===== config.mk =====
export PLATFORM = sky130hd
export DESIGN_NAME = ast_uart
export DESIGN_NICKNAME = d
export VERILOG_FILES = /design/src/hw/ast_pkg.sv /design/src/hw/ast_uart.sv
export VERILOG_INCLUDE_DIRS = /design/src /design/src/hw
export SDC_FILE = /design/constraint.sdc
export NUM_CORES = 1
export LEC_CHECK = 0
export ABC_AREA = 1
export BUFFER_PORTS_ARGS = -buffer_cell sky130_fd_sc_hd__buf_4
export CAP_MARGIN = 20
export CELL_PAD_IN_SITES_DETAIL_PLACEMENT = 1
export CELL_PAD_IN_SITES_GLOBAL_PLACEMENT = 1
export CORE_UTILIZATION = 53
export DETAILED_ROUTE_END_ITERATION = 16
export PLACE_DENSITY = 0.95
export SYNTH_ARGS = -nofsm -noshare
export SYNTH_HDL_FRONTEND = slang
export SYNTH_SLANG_ARGS = --single-unit

===== constraint.sdc =====
create_clock -name clk_i -period 5 [get_ports clk_i]
set_input_delay 1 -clock clk_i [delete_from_list [all_inputs] [get_ports clk_i]]
set_output_delay 1 -clock clk_i [all_outputs]
set_load 0.05 [all_outputs]

===== src/hw/ast_cfg.svh =====
`ifndef AST_CFG_SVH
`define AST_CFG_SVH

// register byte offsets on the wishbone slave
`define AST_OFS_DATA 8'h00
`define AST_OFS_FLAG 8'h04
`define AST_OFS_IBRD 8'h08
`define AST_OFS_FBRD 8'h0c
`define AST_OFS_LCRH 8'h10
`define AST_OFS_CTL 8'h14
`define AST_OFS_IFLS 8'h18

// port control register bits and reset value
`define AST_CTL_PORT_EN 0
`define AST_CTL_SIR_EN 1
`define AST_CTL_TX_EN 8
`define AST_CTL_RX_EN 9
`define AST_CTL_RESET 10'h300

// fifo level select: tx in [2:0], rx in [5:3], both at the half mark
`define AST_IFLS_RESET 6'h12

// flag register bit positions
`define AST_FLAG_BUSY 3
`define AST_FLAG_RX_EMPTY 4
`define AST_FLAG_TX_FULL 5
`define AST_FLAG_RX_FULL 6
`define AST_FLAG_TX_EMPTY 7
`define AST_FLAG_TX_LVL 8
`define AST_FLAG_RX_LVL 9

// oversampling tick positions inside one bit period
`define AST_SUB_MID 4'h7
`define AST_SUB_LAST 4'hf
`define AST_SIR_LAST 4'h2

// smallest character length
`define AST_MIN_BITS 4'h5

`endif


===== src/hw/ast_pkg.sv =====
package ast_pkg;

  // line control fields, as written to the line control register
  typedef struct packed {
    logic stick;
    logic [1:0] wlen;
    logic fifo_enable_bit;
    logic stp2;
    logic eps;
    logic pen;
    logic brk;
  } ast_lcr_type;

  // 30-bit latched line setting: whole divisor, fraction, line control
  typedef struct packed {
    logic [15:0] ibrd;
    logic [5:0] fbrd;
    ast_lcr_type lcr;
  } ast_cfg_type;

  // receive fifo entry, same layout as a data register read
  typedef struct packed {
    logic oe;
    logic be;
    logic pe;
    logic fe;
    logic [7:0] data;
  } ast_rx_type;

  // transmit sequencer
  typedef enum logic [4:0] {
    ast_tx_idle = 5'b00001,
    ast_tx_start = 5'b00010,
    ast_tx_data = 5'b00100,
    ast_tx_par = 5'b01000,
    ast_tx_stop = 5'b10000
  } ast_tx_state_type;

  // receive sequencer
  typedef enum logic [4:0] {
    ast_rx_idle = 5'b00001,
    ast_rx_start = 5'b00010,
    ast_rx_data = 5'b00100,
    ast_rx_par = 5'b01000,
    ast_rx_stop = 5'b10000
  } ast_rx_state_type;

endpackage


===== src/hw/ast_uart.sv =====
// The address map and the Wishbone register port are this design's own decisions.
`timescale 1ns/10ps
`include "ast_cfg.svh"
`default_nettype none

////////////////////////////////////////////////////////////////////////////////
// plain fifo; the caller sets how deep it may fill
module ast_fifo #(
  parameter int WIDTH = 8,
  parameter int DEPTH = 16,
  parameter int CW = $clog2(DEPTH) + 1
) (
  // clock and reset
  input wire logic clk_i,
  input wire logic rst_i,
  // fill side
  input wire logic push_i,
  input wire logic [WIDTH-1:0] wdata_i,
  // drain side
  input wire logic pop_i,
  output logic [WIDTH-1:0] rdata_o,
  // status
  input wire logic [CW-1:0] limit_i,
  output logic full_o,
  output logic empty_o,
  output logic [CW-1:0] count_o
);
  localparam int AW = $clog2(DEPTH);
  logic [WIDTH-1:0] mem [DEPTH];  // entry storage
  logic [AW-1:0] wr_ptr_reg;  // next slot to fill
  logic [AW-1:0] rd_ptr_reg;  // oldest entry
  logic [CW-1:0] count_reg;  // entries held

  // storage written only on push; no reset needed for data
  always_ff @(posedge clk_i) begin
    if (push_i) begin
      mem[wr_ptr_reg] <= wdata_i;
    end
  end

  // pointers and fill count
  always_ff @(posedge clk_i) begin
    if (rst_i) begin
      wr_ptr_reg <= '0;
      rd_ptr_reg <= '0;
      count_reg <= '0;
    end else begin
      if (push_i) begin
        wr_ptr_reg <= wr_ptr_reg + 1'b1;
      end
      if (pop_i) begin
        rd_ptr_reg <= rd_ptr_reg + 1'b1;
      end
      count_reg <= count_reg + CW'(push_i) - CW'(pop_i);
    end
  end

  // a lowered limit leaves surplus entries readable but blocks new ones
  assign full_o = count_reg >= limit_i;
  assign empty_o = count_reg == '0;
  assign count_o = count_reg;
  assign rdata_o = mem[rd_ptr_reg];
endmodule

////////////////////////////////////////////////////////////////////////////////
module ast_uart
  import ast_pkg::*;
#(
  parameter int FIFO_DEPTH = 16,
  parameter int ADDR_W = 8
) (
  // clock and reset
  input wire logic clk_i,
  input wire logic rst_i,
  // wishbone slave
  input wire logic wb_cyc_i,
  input wire logic wb_stb_i,
  input wire logic wb_we_i,
  input wire logic [ADDR_W-1:0] wb_adr_i,
  input wire logic [3:0] wb_sel_i,
  input wire logic [31:0] wb_dat_i,
  output logic [31:0] wb_dat_o,
  output logic wb_ack_o,
  // serial line
  input wire logic serial_in_i,
  output logic serial_out_o
);
  localparam int CW = $clog2(FIFO_DEPTH) + 1;

  // the level math needs eighths and the pointers need a power of two
  if (FIFO_DEPTH < 8 || (FIFO_DEPTH & (FIFO_DEPTH - 1)) != 0) begin : g_bad_depth
    $error("FIFO_DEPTH must be a power of two of at least 8");
  end

  // software registers
  logic [15:0] ibrd_reg;  // divisor_integer_register
  logic [5:0] fbrd_reg;  // divisor_fraction_register
  ast_cfg_type cfg_reg;  // latched divisor plus line control
  logic [9:0] ctl_reg;  // port_control_register
  logic [5:0] ifls_reg;  // fifo level selects
  // bus slave
  logic ack_reg;
  logic [31:0] dat_reg;
  logic bus_req, bus_wr, bus_rd;
  logic [31:0] rd_data;
  // baud generator
  logic [15:0] baud_cnt_reg;
  logic [5:0] frac_acc_reg;
  logic carry_reg;
  logic tick_reg;  // oversample_tick pulse
  // fifos
  logic tx_push, tx_pop, tx_full, tx_empty;
  logic [7:0] tx_rdata;
  logic [CW-1:0] tx_count;
  logic rx_push, rx_pop, rx_full, rx_empty;
  ast_rx_type rx_wdata, rx_rdata;
  logic [CW-1:0] rx_count, fifo_limit;
  // transmitter
  ast_tx_state_type tx_state_reg;
  logic [3:0] tx_sub_reg;
  logic [2:0] tx_bit_reg;
  logic [7:0] tx_shift_reg;
  logic tx_par_reg;
  logic tx_stop2_reg;  // first of two stop bits sent
  logic tx_line;
  logic out_reg;
  // receiver
  ast_rx_state_type rx_state_reg;
  logic [3:0] rx_sub_reg;
  logic [2:0] rx_bit_reg;
  logic [7:0] rx_data_reg;
  logic rx_pe_reg, rx_low_reg, rx_prev_reg, ovr_pend_reg;
  logic rx_sample;
  // derived settings
  logic port_en, busy, tx_lvl, rx_lvl;
  logic [2:0] last_bit;

  ////////////////////////////////////////////////////////////////////////////
  // helpers

  // byte-lane merge of a write onto an old word
  function automatic logic [31:0] lane_merge(input logic [31:0] old_w, input logic [31:0] new_w,
                                             input logic [3:0] sel);
    logic [31:0] res;
    res = old_w;
    for (int i = 0; i < 4; i++) begin
      if (sel[i]) begin
        res[i*8 +: 8] = new_w[i*8 +: 8];
      end
    end
    return res;
  endfunction

  // parity bit for a character already masked to its length
  function automatic logic par_bit(input ast_lcr_type lcr, input logic [7:0] d);
    logic p;
    p = lcr.eps ? ^d : ~^d;
    if (lcr.stick) begin
      p = ~lcr.eps;
    end
    return p;
  endfunction

  // fifo trigger level in entries, eighths of the depth
  function automatic logic [CW-1:0] level(input logic [2:0] sel);
    logic [CW-1:0] unit;
    unit = CW'(FIFO_DEPTH / 8);
    unique case (sel)
      3'h0: level = unit;
      3'h1: level = CW'(unit * 2);
      3'h3: level = CW'(unit * 6);
      3'h4: level = CW'(unit * 7);
      default: level = CW'(unit * 4);
    endcase
  endfunction

  assign port_en = ctl_reg[`AST_CTL_PORT_EN];
  assign last_bit = 3'(`AST_MIN_BITS - 4'h1) + {1'b0, cfg_reg.lcr.wlen};
  assign fifo_limit = cfg_reg.lcr.fifo_enable_bit ? CW'(FIFO_DEPTH) : CW'(1);

  ////////////////////////////////////////////////////////////////////////////
  // wishbone slave: one wait state, answer one cycle after the request
  assign bus_req = wb_cyc_i & wb_stb_i & ~ack_reg;
  assign bus_wr = bus_req & wb_we_i;
  assign bus_rd = bus_req & ~wb_we_i;

  // acknowledge drops the cycle after it is given
  always_ff @(posedge clk_i) begin
    if (rst_i) begin
      ack_reg <= 1'b0;
    end else begin
      ack_reg <= bus_req;
    end
  end

  // read mux; unmapped addresses answer zero
  always_comb begin
    rd_data = '0;
    unique case (wb_adr_i)
      `AST_OFS_DATA: rd_data = rx_empty ? '0 : 32'(rx_rdata);
      `AST_OFS_FLAG: begin
        rd_data[`AST_FLAG_BUSY] = busy;
        rd_data[`AST_FLAG_RX_EMPTY] = rx_empty;
        rd_data[`AST_FLAG_TX_FULL] = tx_full;
        rd_data[`AST_FLAG_RX_FULL] = rx_full;
        rd_data[`AST_FLAG_TX_EMPTY] = tx_empty;
        rd_data[`AST_FLAG_TX_LVL] = tx_lvl;
        rd_data[`AST_FLAG_RX_LVL] = rx_lvl;
      end
      `AST_OFS_IBRD: rd_data = 32'(ibrd_reg);
      `AST_OFS_FBRD: rd_data = 32'(fbrd_reg);
      `AST_OFS_LCRH: rd_data = 32'(cfg_reg.lcr);
      `AST_OFS_CTL: rd_data = 32'(ctl_reg);
      `AST_OFS_IFLS: rd_data = 32'(ifls_reg);
      default: rd_data = '0;
    endcase
  end

  // read data is held with the acknowledge
  always_ff @(posedge clk_i) begin
    if (rst_i) begin
      dat_reg <= '0;
    end else if (bus_rd) begin
      dat_reg <= rd_data;
    end
  end

  // control writes; the setting the line uses only moves on a line write
  always_ff @(posedge clk_i) begin
    if (rst_i) begin
      ibrd_reg <= '0;
      fbrd_reg <= '0;
      cfg_reg <= '0;
      ctl_reg <= `AST_CTL_RESET;
      ifls_reg <= `AST_IFLS_RESET;
    end else if (bus_wr) begin
      unique case (wb_adr_i)
        `AST_OFS_IBRD: ibrd_reg <= 16'(lane_merge(32'(ibrd_reg), wb_dat_i, wb_sel_i));
        `AST_OFS_FBRD: fbrd_reg <= 6'(lane_merge(32'(fbrd_reg), wb_dat_i, wb_sel_i));
        `AST_OFS_LCRH: begin
          cfg_reg.ibrd <= ibrd_reg;
          cfg_reg.fbrd <= fbrd_reg;
          cfg_reg.lcr <= 8'(lane_merge(32'(cfg_reg.lcr), wb_dat_i, wb_sel_i));
        end
        `AST_OFS_CTL: ctl_reg <= 10'(lane_merge(32'(ctl_reg), wb_dat_i, wb_sel_i));
        `AST_OFS_IFLS: ifls_reg <= 6'(lane_merge(32'(ifls_reg), wb_dat_i, wb_sel_i));
        default: ;
      endcase
    end
  end

  ////////////////////////////////////////////////////////////////////////////
  // baud generator: whole part in clocks, fraction stretches by one clock
  // every time the 1/64 accumulator carries
  always_ff @(posedge clk_i) begin
    if (rst_i || cfg_reg.ibrd == '0) begin
      baud_cnt_reg <= '0;
      frac_acc_reg <= '0;
      carry_reg <= 1'b0;
      tick_reg <= 1'b0;
    end else if (17'(baud_cnt_reg) + 17'h1 >= 17'(cfg_reg.ibrd) + 17'(carry_reg)) begin
      baud_cnt_reg <= '0;
      {carry_reg, frac_acc_reg} <= 7'(frac_acc_reg) + 7'(cfg_reg.fbrd);
      tick_reg <= 1'b1;
    end else begin
      baud_cnt_reg <= baud_cnt_reg + 16'h1;
      tick_reg <= 1'b0;
    end
  end

  ////////////////////////////////////////////////////////////////////////////
  // fifos; writes to a full transmit fifo are dropped
  assign tx_push = bus_wr && wb_adr_i == `AST_OFS_DATA && !tx_full;
  assign rx_pop = bus_rd && wb_adr_i == `AST_OFS_DATA && !rx_empty;
  assign tx_lvl = tx_count <= level(ifls_reg[2:0]);
  assign rx_lvl = rx_count >= level(ifls_reg[5:3]);

  ast_fifo #(.WIDTH(8), .DEPTH(FIFO_DEPTH)) u_tx_fifo (
    .clk_i(clk_i), .rst_i(rst_i), .push_i(tx_push), .wdata_i(wb_dat_i[7:0]),
    .pop_i(tx_pop), .rdata_o(tx_rdata), .limit_i(fifo_limit), .full_o(tx_full),
    .empty_o(tx_empty), .count_o(tx_count));

  ast_fifo #(.WIDTH(12), .DEPTH(FIFO_DEPTH)) u_rx_fifo (
    .clk_i(clk_i), .rst_i(rst_i), .push_i(rx_push), .wdata_i(rx_wdata),
    .pop_i(rx_pop), .rdata_o(rx_rdata), .limit_i(fifo_limit), .full_o(rx_full),
    .empty_o(rx_empty), .count_o(rx_count));

  ////////////////////////////////////////////////////////////////////////////
  // transmitter; enables are only looked at in idle, so a frame in flight
  // always completes
  assign tx_pop = tx_state_reg == ast_tx_idle && port_en && ctl_reg[`AST_CTL_TX_EN] &&
                  !tx_empty;
  assign busy = !tx_empty || tx_state_reg != ast_tx_idle;

  always_ff @(posedge clk_i) begin
    if (rst_i) begin
      tx_state_reg <= ast_tx_idle;
      tx_sub_reg <= '0;
      tx_bit_reg <= '0;
      tx_shift_reg <= '0;
      tx_par_reg <= 1'b0;
      tx_stop2_reg <= 1'b0;
    end else if (tx_pop) begin
      tx_state_reg <= ast_tx_start;
      tx_sub_reg <= '0;
      tx_shift_reg <= tx_rdata;
      tx_par_reg <= par_bit(cfg_reg.lcr, tx_rdata & (8'hff >> (3'h3 - 3'(cfg_reg.lcr.wlen))));
      tx_stop2_reg <= 1'b0;
    end else if (tick_reg && tx_state_reg != ast_tx_idle) begin
      tx_sub_reg <= tx_sub_reg + 4'h1;
      if (tx_sub_reg == `AST_SUB_LAST) begin
        unique case (tx_state_reg)
          ast_tx_start: begin
            tx_state_reg <= ast_tx_data;
            tx_bit_reg <= '0;
          end
          ast_tx_data: begin
            tx_shift_reg <= tx_shift_reg >> 1;
            tx_bit_reg <= tx_bit_reg + 3'h1;
            if (tx_bit_reg == last_bit) begin
              tx_state_reg <= cfg_reg.lcr.pen ? ast_tx_par : ast_tx_stop;
            end
          end
          ast_tx_par: tx_state_reg <= ast_tx_stop;
          ast_tx_stop: begin
            // second stop bit when configured
            if (cfg_reg.lcr.stp2 && !tx_stop2_reg) begin
              tx_stop2_reg <= 1'b1;
            end else begin
              tx_state_reg <= ast_tx_idle;
            end
          end
          default: tx_state_reg <= ast_tx_idle;
        endcase
      end
    end
  end

  // line level per state; send-break forces the line low
  always_comb begin
    unique case (tx_state_reg)
      ast_tx_start: tx_line = 1'b0;
      ast_tx_data: tx_line = tx_shift_reg[0];
      ast_tx_par: tx_line = tx_par_reg;
      default: tx_line = 1'b1;
    endcase
    if (cfg_reg.lcr.brk) begin
      tx_line = 1'b0;
    end
  end

  // output flop; infrared mode turns each zero into a short high pulse
  always_ff @(posedge clk_i) begin
    if (rst_i) begin
      out_reg <= 1'b1;
    end else if (ctl_reg[`AST_CTL_SIR_EN]) begin
      out_reg <= !tx_line && tx_sub_reg <= `AST_SIR_LAST;
    end else begin
      out_reg <= tx_line;
    end
  end

  ////////////////////////////////////////////////////////////////////////////
  // receiver
  assign rx_sample = tick_reg && rx_sub_reg == `AST_SUB_LAST;
  assign rx_wdata = '{oe: ovr_pend_reg, be: rx_low_reg && !serial_in_i,
                      pe: rx_pe_reg, fe: !serial_in_i, data: rx_data_reg};
  assign rx_push = rx_state_reg == ast_rx_stop && rx_sample && !rx_full;

  always_ff @(posedge clk_i) begin
    if (rst_i) begin
      rx_state_reg <= ast_rx_idle;
      rx_sub_reg <= '0;
      rx_bit_reg <= '0;
      rx_data_reg <= '0;
      rx_pe_reg <= 1'b0;
      rx_low_reg <= 1'b0;
      rx_prev_reg <= 1'b1;
    end else begin
      rx_prev_reg <= serial_in_i;
      unique case (rx_state_reg)
        ast_rx_idle: begin
          // only a falling edge from an idle-high line starts a frame
          if (port_en && ctl_reg[`AST_CTL_RX_EN] && rx_prev_reg && !serial_in_i) begin
            rx_state_reg <= ast_rx_start;
            rx_sub_reg <= '0;
          end
        end
        ast_rx_start: if (tick_reg) begin
          rx_sub_reg <= rx_sub_reg + 4'h1;
          if (rx_sub_reg == `AST_SUB_MID) begin
            // glitch filter: a start bit must still be low mid-bit
            rx_state_reg <= serial_in_i ? ast_rx_idle : ast_rx_data;
            rx_sub_reg <= '0;
            rx_bit_reg <= '0;
            rx_data_reg <= '0;
            rx_pe_reg <= 1'b0;
            rx_low_reg <= 1'b1;
          end
        end
        ast_rx_data: if (tick_reg) begin
          rx_sub_reg <= rx_sub_reg + 4'h1;
          if (rx_sample) begin
            rx_data_reg[rx_bit_reg] <= serial_in_i;
            rx_low_reg <= rx_low_reg && !serial_in_i;
            rx_bit_reg <= rx_bit_reg + 3'h1;
            if (rx_bit_reg == last_bit) begin
              rx_state_reg <= cfg_reg.lcr.pen ? ast_rx_par : ast_rx_stop;
            end
          end
        end
        ast_rx_par: if (tick_reg) begin
          rx_sub_reg <= rx_sub_reg + 4'h1;
          if (rx_sample) begin
            rx_pe_reg <= serial_in_i != par_bit(cfg_reg.lcr, rx_data_reg);
            rx_low_reg <= rx_low_reg && !serial_in_i;
            rx_state_reg <= ast_rx_stop;
          end
        end
        ast_rx_stop: if (tick_reg) begin
          rx_sub_reg <= rx_sub_reg + 4'h1;
          if (rx_sample) begin
            rx_state_reg <= ast_rx_idle;
          end
        end
        default: rx_state_reg <= ast_rx_idle;
      endcase
    end
  end

  // a character lost to a full fifo marks the next one stored
  always_ff @(posedge clk_i) begin
    if (rst_i) begin
      ovr_pend_reg <= 1'b0;
    end else if (rx_state_reg == ast_rx_stop && rx_sample && rx_full) begin
      ovr_pend_reg <= 1'b1;
    end else if (rx_push) begin
      ovr_pend_reg <= 1'b0;
    end
  end

  assign wb_ack_o = ack_reg;
  assign wb_dat_o = dat_reg;
  assign serial_out_o = out_reg;
endmodule

`default_nettype wire


==> impl_metrics.json <==
{
  "numCtsBuffers": 53,
  "placed_area_um2": 23800,
  "place.gp.congestion": 0.918,
  "cp-end-kind": "register",
  "period_share": 0.927,
  "syn_area_um2": 23000,
  "critPathSlowestCell": "nand2_1",
  "worst-endpoint-arrival_ns": 5.10,
  "cts_max_level": 2,
  "yosysWarnings": 0,
  "setup_ws_ns": 0.367,
  "antenna_found_initial": 8,
  "clock.fmax_ghz": 0.216,
  "period_needed_ns": 4.63,
  "start_util": 0.542,
  "post_drt_wl_per_cell_um": 30.2,
  "fin_worst_skew_ns": 0.0290,
  "vias": 20704,
  "hold_class": "register to register",
  "crit_path_max_fanout": 17,
  "ys_seq_area_frac": 0.583,
  "grt_usage": 0.420,
  "routed_wl_um": 92300,
  "io_pins": 84,
  "setup_viol": 0,
  "yosysTopAreaCell": "edfxtp_1",
  "yosys-top-cells-area": "edfxtp_1 (42%), dfxtp_1 (17%), nand2_1 (6.3%), inv_1 (4.9%), o21ai_0 (4.6%)",
  "synth_top_area_frac": 0.418,
  "postSynthAreaPerCell_um2": 9.61,
  "drt_iter0_drc": 3032,
  "start_kind": "register",
  "synth_flop_cell": "edfxtp_1",
  "grt_pass1_wl_um": 138000,
  "slew_violations": 0,
  "hold_viol": 0,
  "grt_max_degree": 85,
  "grt_pass1_vias": 22388,
  "synth_cell_types": 51,
  "grt_overflow_total": 0,
  "p_per_area_nw_per_um2": 355,
  "insertion_delay_ns": 0.64,
  "crit_chain": "ha_1, ha_1, nand3_1, inv_1, nand3_1, nor2_1, nand4_1, nor3_1, nand3_1, nor2_1, nand2_1, ha_1, nand2_1, nor2_1, nand4_1, or3_1, nand4_1, inv_1, nand2_1, nor2_1",
  "area_growth_pct": 11.6,
  "root_buffer": "clkbuf_16",
  "slowest_delay_ns": 0.54,
  "fp.dieW_um": 210,
  "ys_ff_latch": 510,
  "post-cts-setup-buffer-count": 0,
  "worst_pin_slew_ns": 1.16,
  "clkSlewWorstSetupHoldPaths_ns": 0.08,
  "cp.required_ns": 5.47,
  "core_area_um2": 42400,
  "drv_cap": 0,
  "critPathMostFrequentCell": "nor2_1",
  "io_buffer_count": 49,
  "rsz0062_at_grt": "no",
  "cts_resized": 0,
  "cts_tree": "yes",
  "synth_commonest_cells": "nand2_1 (384), edfxtp_1 (320), inv_1 (301)",
  "slew_headroom": 0.221,
  "final_nets": 2558,
  "largest_reg_flops": 192,
  "die-area_um2": 44200,
  "ir_drop_v": 0.000344,
  "p_leak_nw": 9.95,
  "synth_edf_count": 320,
  "async_flop_share": 0,
  "fill_cells": 4635,
  "finalPower_mw": 9.13,
  "synth.most_common_cell": "nand2_1",
  "hold_buffers": 0,
  "antenna_violating_nets_post_route": 0,
  "stdcell_area_um2": 25700,
  "outcome": "completed",
  "clockBufferDepth": 3,
  "post-route-util": 0.606,
  "diodes": 0,
  "tns_ns": 0,
  "clock-sinks": 510,
  "drc": 0,
  "final_layout_size_suffix_gt1_frac": 0.0794,
  "critPathKind": "register to register",
  "viasPerCell": 6.77,
  "place_ws_ns": 0.798,
  "num_rows": 75,
  "dr.pass1.iters": 6,
  "postSynthCellCount": 2394,
  "hpwl_um": 49100,
  "die_y_um": 210
}
==> report_power, final <==
| part | internal [mW] | switching (mW) |
|---|---|---|
| logic | 0.0833 | 0.260 |
| clock network | 2.40 | 1.91 |
| registers | 4.46 | 0.0214 |
| total | 6.94 | 2.19 |
==> layer usage <==
metal / global-route usage / routed length [µm] / up-vias / share of wire
li1: - / - / 8205 / -
met1: 0.466 / 30500 / 10008 / 0.33
met2: 0.669 / 42700 / 1813 / 0.46
met3: 0.127 / 10300 / 666 / 0.11
met4: 0.344 / 8660 / 12 / 0.094
met5: 0 / 80 / - / 0.00087
==> final cells by class <==
type / instances / area, µm² / area share
clock buffers: 68 / 1510 / 0.0586
clock inverters: 31 / 304 / 0.0118
inverters: 311 / 1170 / 0.0454
multi-input cells: 1485 / 7940 / 0.309
flip-flops and latches: 510 / 13400 / 0.522
well taps: 577 / 722 / 0.0281
repair buffers: 77 / 627 / 0.0244
==> placed cells by master (no fill, tap or decap), drive strengths merged, types with 3 or more instances in the layout <==
cell type,netlist,routed
or2,5,5
nor3,26,26
a21oi,180,180
xnor2,9,9
bufinv,0,5
o22ai,7,7
clkinvlp,0,5
o21ai,215,215
clkinv,5,19
a211oi,6,6
nand2,384,384
buf,52,77
nor2,215,215
inv,306,313
a31oi,10,10
xor2,26,26
dfxtp,190,190
nor4,7,7
nand4,21,21
o31ai,4,4
o211ai,52,52
a221oi,3,3
conb,1,16
edfxtp,320,320
mux2i,48,48
fa,3,3
nand3,157,157
clkbuf,51,68
ha,67,67
==> logic make-up (layout without fill, tap and decap cells) <==
| kind of cell | Yosys count | count (layout) | share of synthesized area |
|---|---|---|---|
| buf+inv | 414 | 487 | 0.0743 |
| simple gates | 821 | 821 | 0.151 |
| mux | 48 | 48 | 0.0209 |
| fa+ha+maj | 70 | 70 | 0.0390 |
| xor+xnor | 35 | 35 | 0.0133 |
| flops | 510 | 510 | 0.583 |
| other cells | 1 | 16 | 0.000163 |
| compound gates | 495 | 495 | 0.119 |
==> metrics by stage <==
step / instances / hold slack, ns
detailed placement: 2958 / 0.466
CTS: 3057 / 0.492
global placement: 2954 / 0.429
finish: 3059 / 0.496
global route: 3059 / 0.519
floorplan: 2409 / 0.412
==> final timing paths <==
| kind | cells past startpoint | end | slack (ns) | start |
|---|---|---|---|---|
| min | 2 | tx_shift_reg[1]$_SDFFE_PP0P_ | 0.50 | tx_shift_reg[1]$_SDFFE_PP0P_ |
| max reg2reg | 20 | baud_cnt_reg[9]$_SDFF_PP0_ | 0.37 | cfg_reg[14]$_SDFFE_PP0P_ |
| max | 20 | baud_cnt_reg[9]$_SDFF_PP0_ | 0.37 | cfg_reg[14]$_SDFFE_PP0P_ |
| min reg2reg | 2 | tx_shift_reg[1]$_SDFFE_PP0P_ | 0.50 | tx_shift_reg[1]$_SDFFE_PP0P_ |
==> worst max-delay path, delay by kind of cell, from the launching register on <==
family | cells | cell delay, ns
fa+ha+maj | 3 | 0.74
buf+inv | 2 | 0.27
simple gates | 15 | 3.05
flops | 1 | 0.40
Power figures use the tool's default switching activity.
